$ cat config.mk
export PLATFORM = sky130hd
export DESIGN_NAME = rss_sequencer
export DESIGN_NICKNAME = d
export VERILOG_FILES = /design/src/rss_pkg.sv /design/src/rss_sync.sv /design/src/rss_sequencer.sv
export SDC_FILE = /design/constraint.sdc
export NUM_CORES = 1
export LEC_CHECK = 0
export BUFFER_PORTS_ARGS = -buffer_cell sky130_fd_sc_hd__buf_2
export CAP_MARGIN = 0
export CELL_PAD_IN_SITES_DETAIL_PLACEMENT = 0
export CELL_PAD_IN_SITES_GLOBAL_PLACEMENT = 1
export CORE_ASPECT_RATIO = 2
export CORE_MARGIN = 1.5
export CORE_UTILIZATION = 37
export CTS_CLUSTER_SIZE = 30
export DETAILED_ROUTE_END_ITERATION = 12
export PLACE_DENSITY_LB_ADDON = 0.1
export SETUP_SLACK_MARGIN = 0.1
export SLEW_MARGIN = 20
export SYNTH_ARGS = -nofsm -noshare
export SYNTH_HDL_FRONTEND = slang
export SYNTH_SLANG_ARGS = --single-unit
$ cat constraint.sdc
create_clock -name mclk -period 9.7 [get_ports mclk]
set_input_delay 1.455 -clock mclk [delete_from_list [all_inputs] [get_ports mclk]]
set_output_delay 1.455 -clock mclk [all_outputs]
set_load 0.02 [all_outputs]
$ cat src/rss_pkg.sv
package rss_pkg;

  // Clock and time base
  localparam int CLK_PERIOD_PS = 25000;
  localparam int MS_PS         = 1000000000;
  localparam int TICK_CYC      = MS_PS / CLK_PERIOD_PS;

  // Press timing, in milliseconds
  localparam int LONG_PRESS_MS = 500;
  localparam int ONE_BTN_MS    = 3000;
  localparam int DEAD_MS       = 500;
  localparam int RND_MAX_MS    = 1000;

  // Programmed run time, in seconds
  localparam int RUN_MIN_S     = 1;
  localparam int RUN_MAX_S     = 900;
  localparam int MS_PER_S      = 1000;
  localparam int RUN_SEC_W     = 10;

  // Counter widths
  localparam int CNT_W         = 20;
  localparam int GAP_W         = 10;
  localparam int OB_W          = 12;
  localparam int RND_W         = 10;
  localparam int LFSR_W        = 16;

  // Random source
  localparam logic [15:0] LFSR_SEED = 16'hACE1;
  localparam logic [15:0] LFSR_TAPS = 16'hB400;

  // Synchroniser bit positions
  localparam int PIN_LOC_UP    = 0;
  localparam int PIN_LOC_DN    = 1;
  localparam int PIN_CEN_UP    = 2;
  localparam int PIN_CEN_DN    = 3;
  localparam int PIN_SEC_LSB   = 4;
  localparam int SYNC_W        = 4 + RUN_SEC_W;

  typedef enum logic [2:0] {
    ST_IDLE,
    ST_DELAY,
    ST_PRESS,
    ST_HELD,
    ST_TIMED
  } rss_state_t;

endpackage

$ cat src/rss_sync.sv
`timescale 1ns/1ps
module rss_sync
#(
  parameter int           W       = 1,
  parameter logic [W-1:0] RST_VAL = '0
)
(
  input  wire logic         mclk,
  input  wire logic         rst_n,
  input  wire logic [W-1:0] d,
  output logic      [W-1:0] q
);

  logic [W-1:0] meta_r;
  logic [W-1:0] q_r;

  always_ff @(posedge mclk or negedge rst_n)
  begin
    if (!rst_n)
    begin
      meta_r <= RST_VAL;
      q_r    <= RST_VAL;
    end
    else
    begin
      meta_r <= d;
      q_r    <= meta_r;
    end
  end

  assign q = q_r;

endmodule

$ cat src/rss_sequencer.sv
// Summary of operation
// - Motor runs for programmed 1 s to 15 min
// - Short press runs full time after release
// - Press while moving stops motor at once
// - Long press runs only while button held
// - Lower held permanently selects one-button mode
// - One-button presses alternate direction each run
// - Central inputs start only their own direction
// - Central run ends on timeout or local press
// - Held central lower closes, locks other inputs
// - Direction memory shared by local and central
// - Central starts delayed randomly up to 1 s
`timescale 1ns/1ps
module rss_sequencer
  import rss_pkg::*;
#(
  parameter int TICK_CYCLES = TICK_CYC
)
(
  input  wire logic                 mclk,
  input  wire logic                 rst_n,
  input  wire logic                 loc_up_n,
  input  wire logic                 loc_down_n,
  input  wire logic                 cen_up_n,
  input  wire logic                 cen_down_n,
  input  wire logic [RUN_SEC_W-1:0] run_sec,
  output logic                      motor_up,
  output logic                      motor_down,
  output logic                      one_btn_mode,
  output logic                      lock_active
);

  localparam int TW = $clog2(TICK_CYCLES + 1);

  logic [SYNC_W-1:0] sync_q;
  logic [3:0]        prev_r;
  logic [TW-1:0]     tick_cnt_r;
  logic [OB_W-1:0]   ob_cnt_r;
  logic              one_btn_r;
  logic [LFSR_W-1:0] lfsr_r;
  logic [RND_W-1:0]  rnd_r;
  logic [CNT_W-1:0]  cnt_r;
  logic [GAP_W-1:0]  gap_r;
  rss_state_t        state_r;
  rss_state_t        state_nxt;
  logic              dir_r;
  logic              dir_nxt;
  logic              last_r;
  logic              last_nxt;
  logic              clr;
  logic              motor_up_r;
  logic              motor_dn_r;
  logic              lock_r;

  rss_sync
  #(
    .W       (SYNC_W),
    .RST_VAL ({{RUN_SEC_W{1'b0}}, 4'hF})
  )
  u_sync
  (
    .mclk  (mclk),
    .rst_n (rst_n),
    .d     ({run_sec, cen_down_n, cen_up_n, loc_down_n, loc_up_n}),
    .q     (sync_q)
  );

  // Active-high button levels after synchronisation
  wire [3:0] lvl      = ~sync_q[3:0];
  wire       loc_up   = lvl[PIN_LOC_UP];
  wire       loc_dn   = lvl[PIN_LOC_DN];
  wire       cen_up   = lvl[PIN_CEN_UP];
  wire       cen_dn   = lvl[PIN_CEN_DN];
  wire [3:0] rise     = lvl & ~prev_r;
  wire [RUN_SEC_W-1:0] sec_s = sync_q[PIN_SEC_LSB +: RUN_SEC_W];

  wire tick = (tick_cnt_r == TW'(TICK_CYCLES - 1));

  // Run time clamped to the legal range, in ms
  wire [RUN_SEC_W-1:0] run_s =
    (sec_s < RUN_SEC_W'(RUN_MIN_S)) ? RUN_SEC_W'(RUN_MIN_S) :
    (sec_s > RUN_SEC_W'(RUN_MAX_S)) ? RUN_SEC_W'(RUN_MAX_S) : sec_s;
  wire [CNT_W-1:0] run_ms = CNT_W'(run_s * MS_PER_S);

  // Random start delay kept within the limit
  wire [RND_W-1:0] rnd_val =
    (lfsr_r[RND_W-1:0] > RND_W'(RND_MAX_MS - 1)) ?
    {1'b0, lfsr_r[RND_W-2:0]} : lfsr_r[RND_W-1:0];

  // Local press events and held levels
  wire loc_ev  = rise[PIN_LOC_UP] | (rise[PIN_LOC_DN] & ~one_btn_r);
  wire loc_dir = one_btn_r ? ~last_r : rise[PIN_LOC_UP];
  wire hold    = one_btn_r ? loc_up : (dir_r ? loc_up : loc_dn);
  wire moving  = (state_r != ST_IDLE);
  wire timed_out = tick && (cnt_r >= run_ms - CNT_W'(1));

  wire run_st  = (state_r == ST_PRESS) || (state_r == ST_HELD) ||
                 (state_r == ST_TIMED);
  wire run_up  = run_st & dir_r;
  wire run_dn  = run_st & ~dir_r;
  wire gap_ok  = (gap_r >= GAP_W'(DEAD_MS));
  wire up_nxt  = run_up & (motor_up_r | (~motor_dn_r & gap_ok));
  wire dn_nxt  = run_dn & (motor_dn_r | (~motor_up_r & gap_ok));

  always_comb
  begin
    state_nxt = state_r;
    dir_nxt   = dir_r;
    last_nxt  = last_r;
    clr       = 1'b0;
    if (rise[PIN_CEN_DN])
    begin
      state_nxt = ST_DELAY;
      dir_nxt   = 1'b0;
      last_nxt  = 1'b0;
      clr       = 1'b1;
    end
    else if (rise[PIN_CEN_UP] && !cen_dn)
    begin
      state_nxt = ST_DELAY;
      dir_nxt   = 1'b1;
      last_nxt  = 1'b1;
      clr       = 1'b1;
    end
    else if (loc_ev && !cen_dn)
    begin
      clr = 1'b1;
      if (moving)
        state_nxt = ST_IDLE;
      else
      begin
        state_nxt = ST_PRESS;
        dir_nxt   = loc_dir;
        last_nxt  = loc_dir;
      end
    end
    else
    begin
      case (state_r)
        ST_IDLE:
          state_nxt = ST_IDLE;
        ST_DELAY:
          if (tick && cnt_r >= CNT_W'(rnd_r))
          begin
            state_nxt = ST_TIMED;
            clr       = 1'b1;
          end
        ST_PRESS:
          if (!hold)
          begin
            state_nxt = ST_TIMED;
            clr       = 1'b1;
          end
          else if (tick && cnt_r >= CNT_W'(LONG_PRESS_MS - 1))
            state_nxt = ST_HELD;
        ST_HELD:
          if (!hold)
            state_nxt = ST_IDLE;
        ST_TIMED:
          if (timed_out)
            state_nxt = ST_IDLE;
        default:
          state_nxt = ST_IDLE;
      endcase
    end
  end

  always_ff @(posedge mclk or negedge rst_n)
  begin
    if (!rst_n)
    begin
      prev_r     <= 4'h0;
      tick_cnt_r <= '0;
      lfsr_r     <= LFSR_SEED;
    end
    else
    begin
      prev_r     <= lvl;
      tick_cnt_r <= tick ? '0 : tick_cnt_r + TW'(1);
      lfsr_r     <= lfsr_r[0] ? ((lfsr_r >> 1) ^ LFSR_TAPS) : (lfsr_r >> 1);
    end
  end

  // One-button wiring: lower input held beyond the qualify time
  always_ff @(posedge mclk or negedge rst_n)
  begin
    if (!rst_n)
    begin
      ob_cnt_r  <= '0;
      one_btn_r <= 1'b0;
    end
    else if (!loc_dn)
    begin
      ob_cnt_r  <= '0;
      one_btn_r <= 1'b0;
    end
    else if (tick && !one_btn_r)
    begin
      ob_cnt_r  <= ob_cnt_r + OB_W'(1);
      one_btn_r <= (ob_cnt_r >= OB_W'(ONE_BTN_MS - 1));
    end
  end

  always_ff @(posedge mclk or negedge rst_n)
  begin
    if (!rst_n)
    begin
      state_r <= ST_IDLE;
      dir_r   <= 1'b0;
      last_r  <= 1'b0;
      rnd_r   <= '0;
    end
    else
    begin
      state_r <= state_nxt;
      dir_r   <= dir_nxt;
      last_r  <= last_nxt;
      rnd_r   <= (state_r == ST_DELAY) ? rnd_r : rnd_val;
    end
  end

  // Millisecond counter for the current state
  always_ff @(posedge mclk or negedge rst_n)
  begin
    if (!rst_n)
      cnt_r <= '0;
    else if (clr)
      cnt_r <= '0;
    else if (tick && cnt_r != {CNT_W{1'b1}})
      cnt_r <= cnt_r + CNT_W'(1);
  end

  // Stopped time since the motor was last driven
  always_ff @(posedge mclk or negedge rst_n)
  begin
    if (!rst_n)
      gap_r <= GAP_W'(DEAD_MS);
    else if (motor_up_r || motor_dn_r)
      gap_r <= '0;
    else if (tick && !gap_ok)
      gap_r <= gap_r + GAP_W'(1);
  end

  always_ff @(posedge mclk or negedge rst_n)
  begin
    if (!rst_n)
    begin
      motor_up_r <= 1'b0;
      motor_dn_r <= 1'b0;
      lock_r     <= 1'b0;
    end
    else
    begin
      motor_up_r <= up_nxt;
      motor_dn_r <= dn_nxt;
      lock_r     <= cen_dn;
    end
  end

  assign motor_up     = motor_up_r;
  assign motor_down   = motor_dn_r;
  assign one_btn_mode = one_btn_r;
  assign lock_active  = lock_r;

endmodule

Yosys cells after proc, flatten, opt, wreduce, memory -nomap -nowiden
Index checks and enable logic that the tools add are counted.
{"block": "word_totals", "in_bits": 16, "regBits": 124, "output_inout_bits": 4}
{"block": "op_classes", "reduce_logical": 20, "bitwise_logic": 18, "add_sub_neg": 5, "magnitude_cmp": 8, "muxes": 36, "n_eq_ne": 12, "n_mul": 1}
{"cell": "2-to-1 mux 10 bit", "n": 5}
{"cell": "2-to-1 mux 20 bit", "n": 2}
{"cell": "2-to-1 mux 16 bit", "n": 2}
{"cell": "2-to-1 mux 12 bit", "n": 2}
{"cell": "2-to-1 mux 3 bit", "n": 8}
{"cell": "adder 20 x 1 -> 20 bit (second input constant)", "n": 1}
{"cell": "greater-or-equal comparator 20 x 10 -> 1 bit", "n": 1}
{"cell": "greater-or-equal comparator 20 bit", "n": 1}
{"cell": "greater-or-equal comparator 20 x 9 -> 1 bit (second input constant)", "n": 1}
{"cell": "> comparator 10 bit (second input constant)", "n": 2}
{"cell": "inequality test 20 bit (second input constant)", "n": 1}
{"cell": "subtractor 20 x 1 -> 20 bit (second input constant)", "n": 1}
{"cell": "multiplier 10 x 7 -> 17 bit (second input constant)", "n": 1}
{"cell": "adder 16 x 1 -> 16 bit (second input constant)", "n": 1}
{"cell": "== test 16 bit (second input constant)", "n": 1}
{"cell": "2-to-1 mux 1 bit", "n": 14}
{"cell": "adder 12 x 1 -> 12 bit (second input constant)", "n": 1}
{"cell": "greater-or-equal comparator 12 bit (second input constant)", "n": 1}
{"cell": "case mux 3 bit (4 select lines)", "n": 1}
{"cell": "adder 10 x 1 -> 10 bit (second input constant)", "n": 1}
{"cell": "greater-or-equal comparator 10 x 9 -> 1 bit (second input constant)", "n": 1}
{"cell": "< comparator 10 x 1 -> 1 bit (second input constant)", "n": 1}
{"cell": "inequality test 5 x 3 -> 1 bit (second input constant)", "n": 2}
{"cell": "logical AND 1 bit", "n": 8}
{"cell": "21 further kinds", "n": 40}

Depth between registers and ports, before layout
Gate-level depths: netlist of run 1.
{"block": "depth", "ltp_word": 12, "ltp_mapped": 31, "depth_no_buf": 31}

Hierarchy
From an unflattened synthesis of run 1, not the netlist that was laid out.
{"block": "hier_totals", "hier_cells": 793, "hier_area_um2": 7877.6}
{"mod": "rss_sequencer", "cells_per_inst": 765, "seq_area_each_um2": 2394.8, "instances": 1, "area_per_inst_um2": 7166.9}
{"mod": "rss_sync", "cells_per_inst": 28, "seq_area_each_um2": 710.7, "instances": 1, "area_per_inst_um2": 710.7}

Least setup slack after synthesis of run 1
OpenSTA, ideal clock, no wires.
{"block": "synth_timing", "kind": "register to register", "start": "register u_sync.q_r[10] (netlist: u_sync.q[10])", "end": "register state_r[1]", "setup_time_ns": 0.130, "path_stages_with_launch": 29, "t_arrival_ns": 6.706, "synth_period_minus_slack_ns": 6.836, "path_buffers": 0, "setup_slack_ns": 2.864, "required_time_ns": 9.570, "cell_sequence": "dfrtp_1 nor4_1 nand2b_1 nor3_1 a21oi_1 nor2_1 a21oi_1 fa_1 inv_1 fa_1 inv_1 fa_1 fa_1 inv_1 ha_1 o21a_1 o31a_1 o41ai_2 a41oi_1 a31o_2 or4_1 nor3_2 xnor2_1 ha_1 nand4_1 o31a_1 a211oi_1 a21boi_0 o22ai_1"}
{"block": "synth_between", "elab_chain_cells": 9, "elab_cells_between_ends": 10, "cone_classes": "1 x add/sub; 1 x mul; 3 x order compare; 1 x eq/ne; 2 x mux; 2 x reduce/logical"}
{"item": "start, declared", "line_no": "rss_sync.sv:15", "rtl": "logic [W-1:0] q_r;"}
{"item": "start signal, assigned", "line_no": "rss_sync.sv:27", "rtl": "q_r <= meta_r;"}
{"item": "> comparator 10 bit", "line_no": "rss_sequencer.sv:82", "rtl": "(sec_s > RUN_SEC_W'(RUN_MAX_S)) ? RUN_SEC_W'(RUN_MAX_S) : sec_s;"}
{"item": "2-to-1 mux 10 bit", "line_no": "rss_sequencer.sv:82"}
{"item": "2-to-1 mux 10 bit *", "line_no": "rss_sequencer.sv:81", "rtl": "(sec_s < RUN_SEC_W'(RUN_MIN_S)) ? RUN_SEC_W'(RUN_MIN_S) :"}
{"item": "multiplier 10 x 7 -> 17 bit *", "line_no": "rss_sequencer.sv:83", "rtl": "wire [CNT_W-1:0] run_ms = CNT_W'(run_s * MS_PER_S);"}
{"item": "subtractor 20 x 1 -> 20 bit *", "line_no": "rss_sequencer.sv:95", "rtl": "wire timed_out = tick && (cnt_r >= run_ms - CNT_W'(1));"}
{"item": "greater-or-equal comparator 20 bit *", "line_no": "rss_sequencer.sv:95"}
{"item": "logical AND 1 bit *", "line_no": "rss_sequencer.sv:95"}
{"item": "inequality test 5 x 3 -> 1 bit (no source line) *"}
{"item": "AND reduction 4 bit (no source line) *"}
{"item": "end signal, assigned", "line_no": "rss_sequencer.sv:215", "rtl": "state_r <= state_nxt;"}
{"item": "end, declared", "line_no": "rss_sequencer.sv:44", "rtl": "rss_state_t state_r;"}
Mark *: on every way between the ends. The rest lies on a longest branch, timed or not.
A chain may end at the register's enable or synchronous reset.

Worst setup path in the final report of run 1
Ends and elaborated chain as after synthesis.

==> flow_summary.toml, run 1 <==
[status]
outcome = "finished clean"

[drt]
drt_iter0_drc = 161
route.detailed.drc = 0
drtPass1Iterations = 4
ant_nets = 0
wl_um = 16660
vias_per_cell = 4.998
routedWlPerCell_um = 15.99
vias = 5208

[synth]
postSynthAreaPerCell_sq_um = 10.33
synth_warnings = 0
async_reset_ff_share_pct = 100.0
synth_edf_count = 0
ys.flop_type = "dfrtp_1"
ys_types = 61
syn_inst = 736
synth_nets = 855
netlist_area_sq_um = 7606
yosysSeqAreaShare_pct = 40.83
ys_ff_latch = 123

[worst_setup_path]
r2r_cells = 28
critPathRequiredTime_ns = 10.00
cp-end-kind = "flop"
critPathMaxFanout = 4
startpoint_type = "flop"
crit_top_cell = "fa_1"
r2r_start = "u_sync.q[10]$_DFF_PN0_"
r2r_end = "state_r[1]$_DFFE_PN0P_"
crit_path_max_incr_delay_ns = 0.59
critical_path_class = "reg2reg"
cpMaxStageDelayCell = "or4_1"
arrival_ns = 7.75
rrSetupSlack_ns = 2.25

[sta]
finalSetupTns_ns = 0
final_hold_viol_count = 0
period_minus_slack_ns = 7.454
skew_ns = 0.01178
finalSetupViolations = 0
worst_pin_slew_ns = 0.8995
slew_violations = 0
fin_crit_sh_pct = 76.85
fin_ws_ns = 2.246
slew_headroom_pct = 40.03
rsz0062_at_grt = "no"
timing.fmax_mhz = 134.2

[grt]
grt_remaining_overflow = 0
grt_pass1_vias = 5626
antenna_found_initial = 0
grt.total_usage_pct = 16.96
grt_pass1_wl_um = 27720
grt_max_degree = 69

[placed_design]
io_buffers = 19
dpl_worst_slack_ns = 2.253
gp_congestion = 0.8405
dp_hpwl_um = 13000

[min_path]
hp-class = "reg2reg"
min_from = "u_sync.meta_r[4]$_DFF_PN0_"
min_to = "u_sync.q[4]$_DFF_PN0_"
min_path_cells = 0

[cts]
htree_levels = 4
clk_latency_ns = 0.42
cts_root_buf = "clkbuf_16"
clock_sinks = 123
cts_made_buffers = 17
cts_hold_buffers = 0
cts_tree = "yes"
path_clk_slew_ns = 0.06
clockBufferDepth = 2
cts_resized = 0
post_cts.repair.setup_buffers = 0

[floorplan]
row_count = 74
start_util_pct = 37.51
die_h_um = 205.8
die_area_sq_um = 21480
coreArea_sq_um = 20280
dieWidth_um = 104.4
io-pin-count = 20

[cells_and_area]
n_antenna_cell = 0
syn_to_final_growth_pct = 13.29
drive_gt1_share_pct = 13.02
nets = 882
final.fill_count = 1997

[pwr]
peakVddDrop_v = 0.0001587
cellLeakagePower_nw = 4.065
p_per_area_nw_per_um2 = 238.1

[job]
cap_viol_max_count = 0
-- per-stage QoR --
stage               std cells  hold WS [ns]  total power, mW  util, %  cell area [sq um]
floorplan                 736        0.3312            1.220        -               7606
global placement         1010        0.3384            1.414    39.47               8003
detailed placement       1010        0.3396            1.419    39.47               8003
CTS                      1042        0.3505            2.090    42.50               8617
global route             1042        0.3544            2.222    42.50               8617
finish                   1042        0.3432            2.052    42.50               8617
-- worst max path at each step --
stage / slack [ns] / to / start / cells past startpoint
2_1_floorplan: 2.86 / state_r[1]$_DFFE_PN0P_ / u_sync.q[10]$_DFF_PN0_ / 28
3_3_place_gp: 2.33 / state_r[1]$_DFFE_PN0P_ / u_sync.q[10]$_DFF_PN0_ / 28
3_5_place_dp: 2.25 / state_r[1]$_DFFE_PN0P_ / u_sync.q[10]$_DFF_PN0_ / 28
4_1_cts: 2.22 / state_r[1]$_DFFE_PN0P_ / u_sync.q[10]$_DFF_PN0_ / 28
5_1_grt: 1.58 / state_r[0]$_DFFE_PN0P_ / u_sync.q[10]$_DFF_PN0_ / 31
6_report: 2.25 / state_r[1]$_DFFE_PN0P_ / u_sync.q[10]$_DFF_PN0_ / 28
-- critical path: cells and delay by family (launching register included) --
kind | cells | cell delay, ns
adder cells (fa/ha/maj) | 6 | 2.64
AO/OA/AOI/OAI | 10 | 2.14
AND/OR/NAND/NOR | 7 | 1.67
flip-flops | 1 | 0.38
XOR/XNOR | 2 | 0.31
buffers and inverters | 3 | 0.16
-- report_power, final --
part / total [mW] / switching, mW / internal [mW] / leakage, nW
Clock: 0.651 / 0.227 / 0.424 / 0.293
Combinational: 0.863 / 0.497 / 0.366 / 2.21
Sequential: 0.537 / 0.0126 / 0.525 / 1.57
-- flip-flops by register name (all words and copies together) (netlist names) --
name,count
ob_cnt_r,12
state_r,3
gap_r,10
one_btn_mode,1
tick_cnt_r,16
motor_up,1
last_r,1
lfsr_r,16
u_sync.q,14
cnt_r,20
u_sync.meta_r,14
motor_down,1
prev_r,3
rnd_r,10
lock_active,1
-- routing by layer --
metal	track usage (%)	vias up	share of wire, %
met5	0	-	0
met4	9.772	0	4.3
met3	2.756	30	1.7
met2	34.26	70	59
met1	15.51	2569	35
li1	-	2539	-
-- synth_stat cells (all sizes together) (2+ instances only) --
| cell | count | area, sq um |
|---|---|---|
| dfrtp | 101 | 2527 |
| nor2 | 82 | 312.8 |
| inv | 80 | 300.3 |
| ha | 73 | 913.4 |
| xnor2 | 48 | 420.4 |
| nand2 | 36 | 135.1 |
| xor2 | 31 | 271.5 |
| fa | 30 | 600.6 |
| nand3 | 28 | 145.1 |
| a21oi | 25 | 125.1 |
| dfstp | 22 | 578.1 |
| o21ai | 20 | 100.1 |
| nand4 | 16 | 112.6 |
| a21o | 15 | 112.6 |
| clkbuf | 14 | 52.55 |
| nor3 | 14 | 80.08 |
| mux2 | 9 | 101.4 |
| or3 | 8 | 50.05 |
| and3 | 7 | 43.79 |
| o21a | 6 | 52.55 |
| nand2b | 5 | 31.28 |
| a211oi | 4 | 30.03 |
| a31oi | 4 | 25.02 |
| and2 | 4 | 25.02 |
| and4 | 4 | 38.79 |
| mux2i | 4 | 40.04 |
| nor2b | 4 | 25.02 |
| nor4 | 4 | 25.02 |
| a2111oi | 3 | 26.28 |
| o21bai | 3 | 22.52 |
| o31a | 3 | 26.28 |
| a211o | 2 | 17.52 |
| a31o | 2 | 17.52 |
| a41oi | 2 | 17.52 |
| nand3b | 2 | 15.01 |
| nor3b | 2 | 15.01 |
| or2 | 2 | 12.51 |
| or4 | 2 | 18.77 |
-- cell families (layout without fill, tap and decap cells) --
kind of cell	Yosys count	in the layout	share of synthesized area, %
AOI/OAI and AO/OA	99	99	8.736
xor gates and xnor gates	79	79	9.097
adders and majority gates	103	103	19.90
buffers and inverters	95	135	4.787
DFF	123	123	40.83
muxes	13	13	1.859
and+or+nand+nor	224	224	14.79
-- final cells by class --
| type | count | area [sq um] | area share, % |
|---|---|---|---|
| well taps | 266 | 332.8 | 3.862 |
| clock inverters | 10 | 140.1 | 1.626 |
| repair buffers | 23 | 127.6 | 1.481 |
| flip-flops and latches | 123 | 3105 | 36.04 |
| clock buffers | 22 | 474.2 | 5.503 |
| inverters | 80 | 300.3 | 3.485 |
| multi-input cells | 518 | 4136 | 48.00 |
-- cell usage in the layout (no fill, tap or decap), drive strengths merged, types with 25 or more instances in the layout --
cell | netlist | routed
dfrtp | 101 | 101
nand2 | 36 | 36
a21oi | 25 | 25
xnor2 | 48 | 48
inv | 80 | 81
xor2 | 31 | 31
nor2 | 82 | 82
fa | 30 | 30
nand3 | 28 | 28
ha | 73 | 73
No activity file was read; power rests on OpenSTA's default activity.
==> inputs of run 2 (changes only) <==
==> constraint.sdc (replaced) <==
create_clock -name mclk -period 6.48 [get_ports mclk]
set_input_delay 0.972 -clock mclk [delete_from_list [all_inputs] [get_ports mclk]]
set_output_delay 0.972 -clock mclk [all_outputs]
set_load 0.02 [all_outputs]
==> run 2 against run 1 <==
The flow now finishes with violations (negative setup slack). Register-to-register slack got worse by 2.8 ns. Non-clock buffer count up 63. Critical path depth shrank 2. Final cell count grew 6.0%. First-iteration DRC count grew 41%. Global-route usage about the same. Sequential share of layout area shrank 2.5 points. Routed wire length shrank 0.19%. Combinational power rose by 110%. Power grew 77%. Critical path type unchanged. Critical endpoint is now state_r[0]$_DFFE_PN0P_.
==> flow_summary.toml, run 2 (synthesis results as in run 1) <==
[drt]
drtPass1Iterations = 4
routedWlPerCell_um = 15.05
drt_iter0_drc = 227
wl_um = 16630
route.detailed.drc = 0
ant_nets = 0
vias = 5442
vias_per_cell = 4.925

[placed_design]
gp_congestion = 0.7894
dp_hpwl_um = 12980
dp_cells = 1069
io_buffers = 19

[worst_setup_path]
r2r_cells = 26
cp-end-kind = "flop"
critical_path_class = "reg2reg"
crit_top_cell = "fa_1"
startpoint_type = "flop"
critPathMaxFanout = 4
arrival_ns = 7.31
r2r_start = "u_sync.q[7]$_DFF_PN0_"
r2r_end = "state_r[0]$_DFFE_PN0P_"
rrSetupSlack_ns = -0.53
crit_path_max_incr_delay_ns = 0.57
cpMaxStageDelayCell = "or4_4"
critPathRequiredTime_ns = 6.78

[sta]
period_minus_slack_ns = 7.009
slew_headroom_pct = 35.92
slew_violations = 0
skew_ns = 0.006714
rsz0062_at_grt = "yes"
worst_pin_slew_ns = 0.9611
fin_ws_ns = -0.5289
fin_crit_sh_pct = 108.2
timing.fmax_mhz = 142.7
finalSetupViolations = 3
final_hold_viol_count = 0

[floorplan]
coreArea_sq_um = 20280
start_util_pct = 37.51
row_count = 74
io-pin-count = 20
dieWidth_um = 104.4
die_area_sq_um = 21480
die_h_um = 205.8

[pwr]
peakVddDrop_v = 0.0002385
power_mw = 3.636
cellLeakagePower_nw = 4.402
p_per_area_nw_per_um2 = 392.8

[cts]
cts_made_buffers = 17
path_clk_slew_ns = 0.06
clockBufferDepth = 2
htree_levels = 4
clock_sinks = 123
cts_tree = "yes"
clk_latency_ns = 0.42
cts_hold_buffers = 0
cts_root_buf = "clkbuf_16"

[min_path]
min_to = "u_sync.q[12]$_DFF_PN0_"
hp-class = "reg2reg"
min_path_cells = 0
min_from = "u_sync.meta_r[12]$_DFF_PN0_"

[cells_and_area]
drive_gt1_share_pct = 22.17
nets = 945
largest_reg_flops = 20
top_register = "cnt_r"
largestRegisters = "cnt_r x20, lfsr_r x16, tick_cnt_r x16"
final_util_pct = 45.66
instances_no_fill = 1105
final_cell_mix = "dfrtp_1, inv_1, nor2_1"
n_antenna_cell = 0
final_common_cell = "dfrtp_1"
syn_to_final_growth_pct = 21.71

[grt]
grt_max_degree = 78
antenna_found_initial = 0
grt.total_usage_pct = 16.97
grt_remaining_overflow = 0
grt_pass1_vias = 5865
grt_pass1_wl_um = 28360

[job]
cap_viol_max_count = 0

[status]
outcome = "finished, violations left"
violations = "negative setup slack"
-- run 2: area by class of cell --
cell class,instances,area (sq um)
Clock inverter,12,187.7
Timing Repair Buffer,86,600.6
Tap cell,266,332.8
Sequential cell,123,3105
Clock buffer,20,446.7
Fill cell,1944,11020
Multi-Input combinational cell,518,4284
Inverter,80,300.3
-- run 2: worst max path at each step --
stage | startpoint | to | slack, ns | cells past startpoint
after floorplan | u_sync.q[7]$_DFF_PN0_ | state_r[1]$_DFFE_PN0P_ | -0.10 | 29
after global placement | u_sync.q[7]$_DFF_PN0_ | state_r[0]$_DFFE_PN0P_ | -0.42 | 29
after detailed placement | u_sync.q[7]$_DFF_PN0_ | state_r[0]$_DFFE_PN0P_ | -0.54 | 30
after CTS | u_sync.q[10]$_DFF_PN0_ | state_r[0]$_DFFE_PN0P_ | -0.48 | 32
after global routing | u_sync.q[7]$_DFF_PN0_ | state_r[0]$_DFFE_PN0P_ | -0.87 | 30
final | u_sync.q[7]$_DFF_PN0_ | state_r[0]$_DFFE_PN0P_ | -0.53 | 26
-- run 2: worst max-delay path, delay by kind of cell (launching register included) --
family / cells / cell delay, ns
flops: 1 / 0.38
fa+ha+maj: 6 / 2.52
xor+xnor: 2 / 0.23
simple gates: 6 / 1.49
mux: 1 / 0.22
compound gates: 8 / 1.89
buf+inv: 3 / 0.16
-- run 2: routing by layer --
| layer | track usage [%] | up-vias | share of wire, % |
|---|---|---|---|
| met5 | 0 | - | 0 |
| met4 | 9.177 | 0 | 4.2 |
| met3 | 3.294 | 34 | 1.9 |
| li1 | - | 2667 | - |
| met2 | 32.85 | 52 | 58 |
| met1 | 16.65 | 2689 | 36 |
-- run 2: repair_timing --
item / 4_1_cts / 5_1_grt
setup endpoints to repair: 3 / 3
pin swaps: 9 / 8
gates resized for setup: 3 / 8
hold endpoints to repair: 0 / 0
buffers inserted: 3 / 1
-- run 2: through the flow --
step | setup TNS, ns | setup WS [ns] | instance area, sq um | hold slack [ns]
detailed placement | -1.468 | -0.5381 | 8533 | 0.3371
global placement | -1.151 | -0.4222 | 8533 | 0.3359
CTS | -1.282 | -0.4762 | 9199 | 0.3503
global route | -2.372 | -0.8686 | 9258 | 0.3523
floorplan | -0.2068 | -0.1034 | 7694 | 0.3312
finish | -1.410 | -0.5289 | 9258 | 0.3490
-- run 2: report_power, final --
part           internal [mW]  total [mW]  leakage [nW]  switching, mW
sequential             0.785       0.800          1.57         0.0141
clock                  0.658        1.01         0.302          0.355
combinational          0.926        1.82          2.53          0.896
total                   2.37        3.64          4.40           1.27
